[config.mk]
export PLATFORM = sky130hd
export DESIGN_NAME = bpwu_top
export DESIGN_NICKNAME = d
export VERILOG_FILES = /design/src/hw/bpwu_pkg.sv /design/src/hw/bpwu_ibrk.sv /design/src/hw/bpwu_dwatch.sv /design/src/hw/bpwu_top.sv
export VERILOG_INCLUDE_DIRS = /design/src /design/src/hw
export SDC_FILE = /design/constraint.sdc
export NUM_CORES = 2
export LEC_CHECK = 0
export BUFFER_PORTS_ARGS = -buffer_cell sky130_fd_sc_hd__buf_2
export CAP_MARGIN = 20
export CORE_AREA = 4 4 352 354
export CTS_CLUSTER_DIAMETER = 30
export DETAILED_ROUTE_END_ITERATION = 12
export DIE_AREA = 0 0 356 358
export HOLD_SLACK_MARGIN = 0.03
export PLACE_DENSITY_LB_ADDON = 0.15
export SLEW_MARGIN = 20
export SYNTH_ARGS = -nofsm -noshare
export SYNTH_HDL_FRONTEND = slang
export SYNTH_HIERARCHICAL = 1
export SYNTH_SLANG_ARGS = --single-unit
[constraint.sdc]
create_clock -name clock_in -period 36.1 [get_ports clock_in]
set_clock_uncertainty 0.15 [all_clocks]
set_input_delay 3.61 -clock clock_in [delete_from_list [all_inputs] [get_ports clock_in]]
set_output_delay 3.61 -clock clock_in [all_outputs]
set_load 0.05 [all_outputs]
[src/hw/bpwu_params.svh]
// bpwu_params.svh: offsets, field positions and codes of the breakpoint unit
// Contract
// - a write whose return field ends in eight ones gets no reply.
// - multi-byte message data travels most significant byte first.
// - first remote read operand holds the thread in bits 7:0, rest reserved.
// - second remote read operand holds the register in bits 4:0, rest reserved.
// - cause code: 1 host, 2 debug call, 3 break, 4 data watch, 5 resource watch.
// - comparator index field 17:16, zero for host and debug call causes.
// - simultaneous comparator hits report the lowest numbered comparator.
// - thread field 15:8 records the raising thread, zero for host requests.
// - four 32-bit instruction break addresses at consecutive offsets.
// - break control has thread mask 23:16 and enable bit 0.
// - mode bit 1 clear breaks on pc equal, set breaks on pc different.
// - four data watchpoints with first and second address banks.
// - data watch control has thread mask 23:16 and enable bit 0.
// - condition bit 1 combines the two address matches by AND or OR.
// - data watchpoints fire on loads only when control bit 2 is set.
// - four 32-bit resource watch mask registers.
// - four 32-bit resource watch value registers.
// - four resource watch control registers at the top of the map.
`ifndef BPWU_PARAMS_SVH
`define BPWU_PARAMS_SVH
`define BPWU_PS_TYPE      8'h0B
`define BPWU_NO_REPLY     8'hFF
`define BPWU_OFF_SSP      8'h12
`define BPWU_OFF_RRTHR    8'h13
`define BPWU_OFF_RRREG    8'h14
`define BPWU_OFF_CAUSE    8'h15
`define BPWU_OFF_IADDR    8'h30
`define BPWU_OFF_ICTL     8'h40
`define BPWU_OFF_DA1      8'h50
`define BPWU_OFF_DA2      8'h60
`define BPWU_OFF_DCTL     8'h70
`define BPWU_OFF_RMASK    8'h80
`define BPWU_OFF_RVAL     8'h90
`define BPWU_OFF_RCTL     8'h9C
`define BPWU_FULL_WMASK   32'hFFFFFFFF
`define BPWU_ICTL_WMASK   32'h00FF0003
`define BPWU_DCTL_WMASK   32'h00FF0007
`define BPWU_RCTL_WMASK   32'h00FF0001
`define BPWU_EN_BIT       0
`define BPWU_MODE_BIT     1
`define BPWU_LOAD_BIT     2
`define BPWU_TMASK_LO     16
`define BPWU_CTHR_LO      8
`define BPWU_CIDX_LO      16
`define BPWU_NTHR         8
`define BPWU_REP_BYTES    4
`endif

[src/hw/bpwu_pkg.sv]
// bpwu_pkg.sv: types of the breakpoint unit
package bpwu_pkg;
  typedef enum logic [2:0] {
    BPWU_C_NONE   = 3'h0,
    BPWU_C_HOST   = 3'h1,
    BPWU_C_DEBUG_CALL_INSTRUCTION  = 3'h2,
    BPWU_C_IBRK   = 3'h3,
    BPWU_C_DWATCH = 3'h4,
    BPWU_C_RWATCH = 3'h5
  } bpwu_cause_e;
  typedef enum logic [1:0] {
    BPWU_REP_IDLE = 2'b01,
    BPWU_REP_SEND = 2'b10
  } bpwu_rep_e;
  typedef logic [31:0] bpwu_word_t;
endpackage

[src/hw/bpwu_ibrk.sv]
// bpwu_ibrk.sv: one instruction breakpoint comparator
`timescale 1ns/1ps
`include "bpwu_params.svh"
module bpwu_ibrk (
  // setup
  input  wire bpwu_pkg::bpwu_word_t addr_in,
  input  wire bpwu_pkg::bpwu_word_t ctl_in,
  // fetch
  input  wire logic                 valid_in,
  input  wire logic [7:0]           thread_in,
  input  wire bpwu_pkg::bpwu_word_t pc_in,
  // result
  output logic                      hit_out
);
  import bpwu_pkg::*;
  logic thr_ok;
  logic pc_ok;
  assign thr_ok = (thread_in < 8'(`BPWU_NTHR)) && ctl_in[`BPWU_TMASK_LO + 32'(thread_in[2:0])];
  assign pc_ok = ctl_in[`BPWU_MODE_BIT] ? (pc_in != addr_in) : (pc_in == addr_in);
  assign hit_out = valid_in && ctl_in[`BPWU_EN_BIT] && thr_ok && pc_ok;
endmodule

[src/hw/bpwu_dwatch.sv]
// bpwu_dwatch.sv: one data watchpoint comparator
`timescale 1ns/1ps
`include "bpwu_params.svh"
module bpwu_dwatch (
  // setup
  input  wire bpwu_pkg::bpwu_word_t addr1_in,
  input  wire bpwu_pkg::bpwu_word_t addr2_in,
  input  wire bpwu_pkg::bpwu_word_t ctl_in,
  // access
  input  wire logic                 valid_in,
  input  wire logic                 load_in,
  input  wire logic [7:0]           thread_in,
  input  wire bpwu_pkg::bpwu_word_t addr_in,
  // result
  output logic                      hit_out
);
  import bpwu_pkg::*;
  logic thr_ok;
  logic m1;
  logic m2;
  logic cond_ok;
  assign thr_ok = (thread_in < 8'(`BPWU_NTHR)) && ctl_in[`BPWU_TMASK_LO + 32'(thread_in[2:0])];
  assign m1 = (addr_in == addr1_in);
  assign m2 = (addr_in == addr2_in);
  assign cond_ok = ctl_in[`BPWU_MODE_BIT] ? (m1 || m2) : (m1 && m2);
  assign hit_out = valid_in && ctl_in[`BPWU_EN_BIT] && thr_ok && cond_ok &&
                   (!load_in || ctl_in[`BPWU_LOAD_BIT]);
endmodule

[src/hw/bpwu_top.sv]
// bpwu_top.sv: breakpoint, watchpoint and debug cause unit of one tile
`timescale 1ns/1ps
`include "bpwu_params.svh"
module bpwu_top (
  // clock and reset
  input  wire logic                  clock_in,
  input  wire logic                  rst_in,
  // processor status access
  input  wire logic                  ps_write_in,
  input  wire logic                  ps_read_in,
  input  wire bpwu_pkg::bpwu_word_t  ps_resource_in,
  input  wire bpwu_pkg::bpwu_word_t  ps_wdata_in,
  output bpwu_pkg::bpwu_word_t       ps_rdata_out,
  output logic                       ps_rvalid_out,
  // configuration messages
  input  wire logic                  cfg_valid_in,
  input  wire logic                  cfg_write_in,
  input  wire logic [23:0]           cfg_return_in,
  input  wire logic [7:0]            cfg_index_in,
  input  wire bpwu_pkg::bpwu_word_t  cfg_wdata_in,
  output logic                       cfg_ready_out,
  output logic                       rep_valid_out,
  output logic [23:0]                rep_dest_out,
  output logic [7:0]                 rep_byte_out,
  output logic                       rep_last_out,
  // core state and debug requests
  input  wire logic                  debug_mode_in,
  input  wire logic                  host_req_in,
  input  wire logic                  debug_call_instruction_in,
  input  wire logic [7:0]            debug_call_instruction_thread_in,
  input  wire bpwu_pkg::bpwu_word_t  sp_in,
  // fetch, memory and resource activity
  input  wire logic                  fetch_valid_in,
  input  wire logic [7:0]            fetch_thread_in,
  input  wire bpwu_pkg::bpwu_word_t  fetch_pc_in,
  input  wire logic                  mem_valid_in,
  input  wire logic                  mem_load_in,
  input  wire logic [7:0]            mem_thread_in,
  input  wire bpwu_pkg::bpwu_word_t  mem_addr_in,
  input  wire logic                  res_valid_in,
  input  wire logic [7:0]            res_thread_in,
  input  wire bpwu_pkg::bpwu_word_t  res_id_in,
  // debug results
  output logic                       dbg_irq_out,
  output bpwu_pkg::bpwu_cause_e      cause_out,
  output logic [7:0]                 rr_thread_out,
  output logic [4:0]                 rr_reg_out,
  output bpwu_pkg::bpwu_word_t       ssp_out
);
  import bpwu_pkg::*;
  ////////////////////////////////////////////////////////////////////////////
  // banks: 0 iaddr 1 ictl 2 da1 3 da2 4 dctl 5 rmask 6 rval 7 rctl
  localparam int NB = 8;
  localparam int NC = 4;
  localparam logic [7:0] BANK_BASE [NB] = '{`BPWU_OFF_IADDR, `BPWU_OFF_ICTL,
    `BPWU_OFF_DA1, `BPWU_OFF_DA2, `BPWU_OFF_DCTL, `BPWU_OFF_RMASK,
    `BPWU_OFF_RVAL, `BPWU_OFF_RCTL};
  localparam bpwu_word_t BANK_WMASK [NB] = '{`BPWU_FULL_WMASK, `BPWU_ICTL_WMASK,
    `BPWU_FULL_WMASK, `BPWU_FULL_WMASK, `BPWU_DCTL_WMASK, `BPWU_FULL_WMASK,
    `BPWU_FULL_WMASK, `BPWU_RCTL_WMASK};
  bpwu_word_t  bank_r   [NB][NC];
  bpwu_word_t  bank_nxt [NB][NC];
  bpwu_word_t  ssp_r, ssp_nxt;
  logic [7:0]  rthr_r, rthr_nxt;
  logic [4:0]  rreg_r, rreg_nxt;
  bpwu_cause_e cause_r, cause_nxt;
  logic [7:0]  cthr_r, cthr_nxt;
  logic [1:0]  cidx_r, cidx_nxt;
  logic        irq_r, irq_nxt;
  bpwu_word_t  rdata_r, rdata_nxt;
  logic        rvalid_r, rvalid_nxt;
  bpwu_rep_e   rep_st_r, rep_st_nxt;
  logic [1:0]  rep_cnt_r, rep_cnt_nxt;
  bpwu_word_t  rep_data_r, rep_data_nxt;
  logic [23:0] rep_dest_r, rep_dest_nxt;
  logic        ps_type_ok, cfg_take, w_en, ev;
  logic [7:0]  ps_idx, w_idx, ethr;
  bpwu_word_t  w_data;
  logic [NC-1:0] ih, dh, rh;
  bpwu_cause_e ecause;
  logic [1:0]  eidx;
  function automatic logic [1:0] lowest(input logic [3:0] v);
    lowest = 2'h0;
    for (int i = 3; i >= 0; i--) begin
      if (v[i]) lowest = 2'(i);
    end
  endfunction
  function automatic bpwu_word_t rd_val(input logic [7:0] idx);
    rd_val = 32'h00000000;
    unique case (idx)
      `BPWU_OFF_SSP:   rd_val = ssp_r;
      `BPWU_OFF_RRTHR: rd_val = {24'h000000, rthr_r};
      `BPWU_OFF_RRREG: rd_val = {27'h0000000, rreg_r};
      `BPWU_OFF_CAUSE: rd_val = {14'h0000, cidx_r, cthr_r, 5'h00, cause_r};
      default: begin
        for (int b = 0; b < NB; b++) begin
          for (int k = 0; k < NC; k++) begin
            if (idx == BANK_BASE[b] + 8'(k)) rd_val = bank_r[b][k];
          end
        end
      end
    endcase
  endfunction
  ////////////////////////////////////////////////////////////////////////////
  // access decode
  // resource id split
  assign ps_type_ok = (ps_resource_in[7:0] == `BPWU_PS_TYPE);
  assign ps_idx     = ps_resource_in[15:8];
  // ps accesses win the cycle; a message waits for a quiet one
  assign cfg_ready_out = (rep_st_r == BPWU_REP_IDLE) && !ps_write_in && !ps_read_in;
  assign cfg_take      = cfg_valid_in && cfg_ready_out;
  assign w_en   = debug_mode_in && ((ps_write_in && ps_type_ok) || (cfg_take && cfg_write_in));
  assign w_idx  = ps_write_in ? ps_idx : cfg_index_in;
  assign w_data = ps_write_in ? ps_wdata_in : cfg_wdata_in;
  ////////////////////////////////////////////////////////////////////////////
  // comparators
  genvar k;
  generate
    for (k = 0; k < NC; k++) begin : g_cmp
      bpwu_ibrk u_ibrk (
        .addr_in   (bank_r[0][k]),
        .ctl_in    (bank_r[1][k]),
        .valid_in  (fetch_valid_in),
        .thread_in (fetch_thread_in),
        .pc_in     (fetch_pc_in),
        .hit_out   (ih[k])
      );
      bpwu_dwatch u_dwatch (
        .addr1_in  (bank_r[2][k]),
        .addr2_in  (bank_r[3][k]),
        .ctl_in    (bank_r[4][k]),
        .valid_in  (mem_valid_in),
        .load_in   (mem_load_in),
        .thread_in (mem_thread_in),
        .addr_in   (mem_addr_in),
        .hit_out   (dh[k])
      );
      assign rh[k] = res_valid_in && bank_r[7][k][`BPWU_EN_BIT] &&
        (res_thread_in < 8'(`BPWU_NTHR)) &&
        bank_r[7][k][`BPWU_TMASK_LO + 32'(res_thread_in[2:0])] &&
        ((res_id_in & bank_r[5][k]) == (bank_r[6][k] & bank_r[5][k]));
    end
  endgenerate
  ////////////////////////////////////////////////////////////////////////////
  // debug event selection, host first then call then comparators
  always_comb begin
    ecause = BPWU_C_NONE;
    ethr   = 8'h00;
    eidx   = 2'h0;
    if (host_req_in) begin
      ecause = BPWU_C_HOST;
    end else if (debug_call_instruction_in) begin
      ecause = BPWU_C_DEBUG_CALL_INSTRUCTION;
      ethr   = debug_call_instruction_thread_in;
    end else if (|ih) begin
      ecause = BPWU_C_IBRK;
      ethr   = fetch_thread_in;
      eidx   = lowest(ih);
    end else if (|dh) begin
      ecause = BPWU_C_DWATCH;
      ethr   = mem_thread_in;
      eidx   = lowest(dh);
    end else if (|rh) begin
      ecause = BPWU_C_RWATCH;
      ethr   = res_thread_in;
      eidx   = lowest(rh);
    end
  end
  // already in the handler: further hits are dropped, not queued
  assign ev = !debug_mode_in && (ecause != BPWU_C_NONE);
  ////////////////////////////////////////////////////////////////////////////
  // register state
  always_comb begin
    bank_nxt  = bank_r;
    ssp_nxt   = ssp_r;
    rthr_nxt  = rthr_r;
    rreg_nxt  = rreg_r;
    cause_nxt = cause_r;
    cthr_nxt  = cthr_r;
    cidx_nxt  = cidx_r;
    irq_nxt   = 1'b0;
    if (w_en) begin
      for (int b = 0; b < NB; b++) begin
        for (int c = 0; c < NC; c++) begin
          if (w_idx == BANK_BASE[b] + 8'(c)) bank_nxt[b][c] = w_data & BANK_WMASK[b];
        end
      end
      unique case (w_idx)
        `BPWU_OFF_SSP:   ssp_nxt = w_data;
        `BPWU_OFF_RRTHR: rthr_nxt = w_data[7:0];
        `BPWU_OFF_RRREG: rreg_nxt = w_data[4:0];
        `BPWU_OFF_CAUSE: begin
          cause_nxt = bpwu_cause_e'(w_data[2:0]);
          cthr_nxt  = w_data[`BPWU_CTHR_LO +: 8];
          cidx_nxt  = w_data[`BPWU_CIDX_LO +: 2];
        end
        default: begin
        end
      endcase
    end
    // event set wins over any write in the same cycle
    if (ev) begin
      irq_nxt   = 1'b1;
      ssp_nxt   = sp_in;
      cause_nxt = ecause;
      cthr_nxt  = ethr;
      cidx_nxt  = eidx;
    end
  end
  always_ff @(posedge clock_in or posedge rst_in) begin
    if (rst_in) begin
      bank_r  <= '{default: 32'h00000000};
      ssp_r   <= 32'h00000000;
      rthr_r  <= 8'h00;
      rreg_r  <= 5'h00;
      cause_r <= BPWU_C_NONE;
      cthr_r  <= 8'h00;
      cidx_r  <= 2'h0;
      irq_r   <= 1'b0;
    end else begin
      bank_r  <= bank_nxt;
      ssp_r   <= ssp_nxt;
      rthr_r  <= rthr_nxt;
      rreg_r  <= rreg_nxt;
      cause_r <= cause_nxt;
      cthr_r  <= cthr_nxt;
      cidx_r  <= cidx_nxt;
      irq_r   <= irq_nxt;
    end
  end
  ////////////////////////////////////////////////////////////////////////////
  // status read port and configuration reply
  always_comb begin
    rvalid_nxt   = ps_read_in;
    rdata_nxt    = rdata_r;
    rep_st_nxt   = rep_st_r;
    rep_cnt_nxt  = rep_cnt_r;
    rep_data_nxt = rep_data_r;
    rep_dest_nxt = rep_dest_r;
    if (ps_read_in) rdata_nxt = ps_type_ok ? rd_val(ps_idx) : 32'h00000000;
    unique case (rep_st_r)
      BPWU_REP_IDLE: begin
        if (cfg_take && !(cfg_write_in && cfg_return_in[7:0] == `BPWU_NO_REPLY)) begin
          rep_st_nxt   = BPWU_REP_SEND;
          rep_cnt_nxt  = 2'h0;
          rep_data_nxt = cfg_write_in ? 32'h00000000 : rd_val(cfg_index_in);
          rep_dest_nxt = cfg_return_in;
        end
      end
      BPWU_REP_SEND: begin
        rep_data_nxt = {rep_data_r[23:0], 8'h00};
        rep_cnt_nxt  = rep_cnt_r + 2'h1;
        if (rep_cnt_r == 2'(`BPWU_REP_BYTES - 1)) begin
          rep_st_nxt = BPWU_REP_IDLE;
        end
      end
      default: rep_st_nxt = BPWU_REP_IDLE;
    endcase
  end
  always_ff @(posedge clock_in or posedge rst_in) begin
    if (rst_in) begin
      rvalid_r   <= 1'b0;
      rdata_r    <= 32'h00000000;
      rep_st_r   <= BPWU_REP_IDLE;
      rep_cnt_r  <= 2'h0;
      rep_data_r <= 32'h00000000;
      rep_dest_r <= 24'h000000;
    end else begin
      rvalid_r   <= rvalid_nxt;
      rdata_r    <= rdata_nxt;
      rep_st_r   <= rep_st_nxt;
      rep_cnt_r  <= rep_cnt_nxt;
      rep_data_r <= rep_data_nxt;
      rep_dest_r <= rep_dest_nxt;
    end
  end
  assign ps_rdata_out  = rdata_r;
  assign ps_rvalid_out = rvalid_r;
  assign rep_valid_out = (rep_st_r == BPWU_REP_SEND);
  assign rep_byte_out  = rep_data_r[31:24];
  assign rep_last_out  = rep_valid_out && (rep_cnt_r == 2'(`BPWU_REP_BYTES - 1));
  assign rep_dest_out  = rep_dest_r;
  assign dbg_irq_out   = irq_r;
  assign cause_out     = cause_r;
  assign rr_thread_out = rthr_r;
  assign rr_reg_out    = rreg_r;
  assign ssp_out       = ssp_r;
endmodule

==> summary.txt <==
Route
  • Post-DR vias/cell: 7.04
  • Drt wl/cell: 38.5 um
  • Starting DRT DRC Count: 10400
  • Antenna viol nets, final: 0
  • Drt drc: 0
  • DRT Pass-1 Iters: 10
  • Final WL: 320000 um
  • DR vias: 58500

Floorplanning
  • Initial Util: 0.445
  • Core Box Area: 121000 um2
  • Num rows: 128
  • Die area: 127000 um2
  • Die W: 356 um
  • Top Ports: 418
  • Die height: 358 um

Worst setup path
  • Slowest CP cell: nor4b_1
  • CP Class: in2out
  • Path depth of the worst reg2reg path: 12
  • CP Data Required Time: 32340 ps
  • CP Launch Type: primary input
  • Crit-path max cell delay: 680 ps
  • Critical Path AT: 5080 ps
  • CP Capture Type: output pin
  • CP max FO: 41
  • Crit path cell chain: buf_4 > nor4b_1 > buf_2

Place
  • PortBufs: 401
  • Post-DP HPWL: 226000 um
  • Gpl congestion: 1.09

Layout
  • Area Growth Syn to Fin: 23.4%
  • Layout cells sized above 1: 0.185
  • Nets@finish: 6768

STA
  • RSZ-0062 raised after global routing: false
  • Slew @ Worst Pin: 1330 ps
  • Max_slew headroom: 0.103
  • Fin. max-slew vios: 0
  • Setup violators final: 0
  • Maximum clock rate: 0.113 GHz
  • TNS Setup: 0 ps
  • Tmin final: 8840 ps
  • Final Hold Fails: 0
  • Final Cycle Share: 0.245

Logic synthesis
  • Gate count of the mapped netlist: 6144
  • Net count after synthesis: 6446
  • Mapped Area: 53900 um2
  • Yosys warns: 6
  • Syn Area/Cell: 8.77 um2

Worst hold path
  • Class of the worst hold path: reg2reg
  • Hold depth: 2

Global route
  • First-pass GRT wire length: 438000 um
  • Vias in the first global route: 54200
  • GRT Resource Usage Total: 0.490
  • GRT Residual Overflow: 0
  • Initial antenna violation count: 34
  • Largest net degree at the start of global routing: 149

Power
  • Leak Pwr: 30.2 nW
  • Maximum vdd drop: 0.0566 mV
  • Power density over the cells: 53.5 nW/um2
  • Total power: 0.00356 W

CTS
  • Clk buf depth: 3
  • Num Clock Sinks: 912
  • Clk slew on worst S/H paths: 40 ps
  • Clock root cell: clkbuf_16
  • H-Tree Depth: 4
  • Post-CTS Setup Bufs: 0
  • Post_cts resized: 0
  • Clock latency on the worst-skew pair: 890 ps
  • Cts hold-fix bufs: 0
  • CTS buffer count: 232
  • CTS tree: yes

Status
  • Status: completed

Job
  • Max-cap violation count: 0
-- metal layers --
metal | global-route usage | wire length, um
met1 | 0.590 | 110000
met2 | 0.689 | 129000
met3 | 0.193 | 47100
met4 | 0.408 | 33500
met5 | 0 | 129
-- through the flow --
stage          instances  cell area (um2)   util  worst slack (ps)  hold slack (ps)
3_3_place_gp        7852            58100  0.480             27250              307
3_5_place_dp        7853            58100  0.480             27270              307
4_1_cts             8282            66300  0.548             27280              318
6_report            8315            66500  0.549             27260              314
5_1_grt             8295            66400  0.549             27210              340
2_1_floorplan       6144            53900      -              6700              291
-- sequential cells by signal (all words and copies together), names as in the netlist, 3 cells and up --
signal / cells
bank_r: 760
ps_rdata_out: 32
rep_data_r: 32
ssp_out: 32
rep_dest_out: 24
cthr_r: 8
rr_thread_out: 8
rr_reg_out: 5
cause_out: 3
-- worst paths after layout --
kind / to / startpoint / slack, ps
max in group asynchronous: bank_r[539] / rst_in / 29960
worst max-delay path: cfg_ready_out / ps_write_in / 27260
worst min-delay path: rep_dest_out[15] / rep_dest_out[15] / 310
min in group asynchronous: ssp_out[1] / rst_in / 2750
worst max register to register: cthr_r[2] / bank_r[713] / 31130
worst min register to register: rep_dest_out[15] / rep_dest_out[15] / 310
-- placed cells by master (no fill, tap or decap), drive strengths merged, types with 32 or more instances in the layout --
cell       n
inv       32
nand3     65
bufinv    33
nor2    1008
xor2     512
a222oi    58
nand2    399
a22o      56
buf      601
a211oi    38
o22ai     91
a22oi    226
mux4      56
clkinv    68
mux2i     98
nor4     110
a21oi    944
o21ai    310
clkbuf   295
o221ai    35
nand4     48
a31oi     41
mux2      34
a221o     57
nor3      43
a221oi   100
dfrtp    911
-- power breakdown --
part	total (W)	internal, W	switching (W)
clock	0.00217	0.00148	0.000695
combinational	0.000315	0.0000743	0.000240
sequential	0.00107	0.00104	0.0000251
-- worst max-delay path: cells and delay by family --
family / cells / cell delay, ps
AND/OR/NAND/NOR: 1 / 680
buffers and inverters: 2 / 770
-- area by class of cell --
cell class | instances | area, um2
diodes | 29 | 72.6
clock buffers | 295 | 6380
clock inverters | 134 | 1830
fillers | 11200 | 54600
inverters | 22 | 90.1
multi-input cells | 4697 | 29700
flip-flops and latches | 912 | 22800
well taps | 1625 | 2030
repair buffers | 601 | 3570
(Power assumes the default switching activity.)
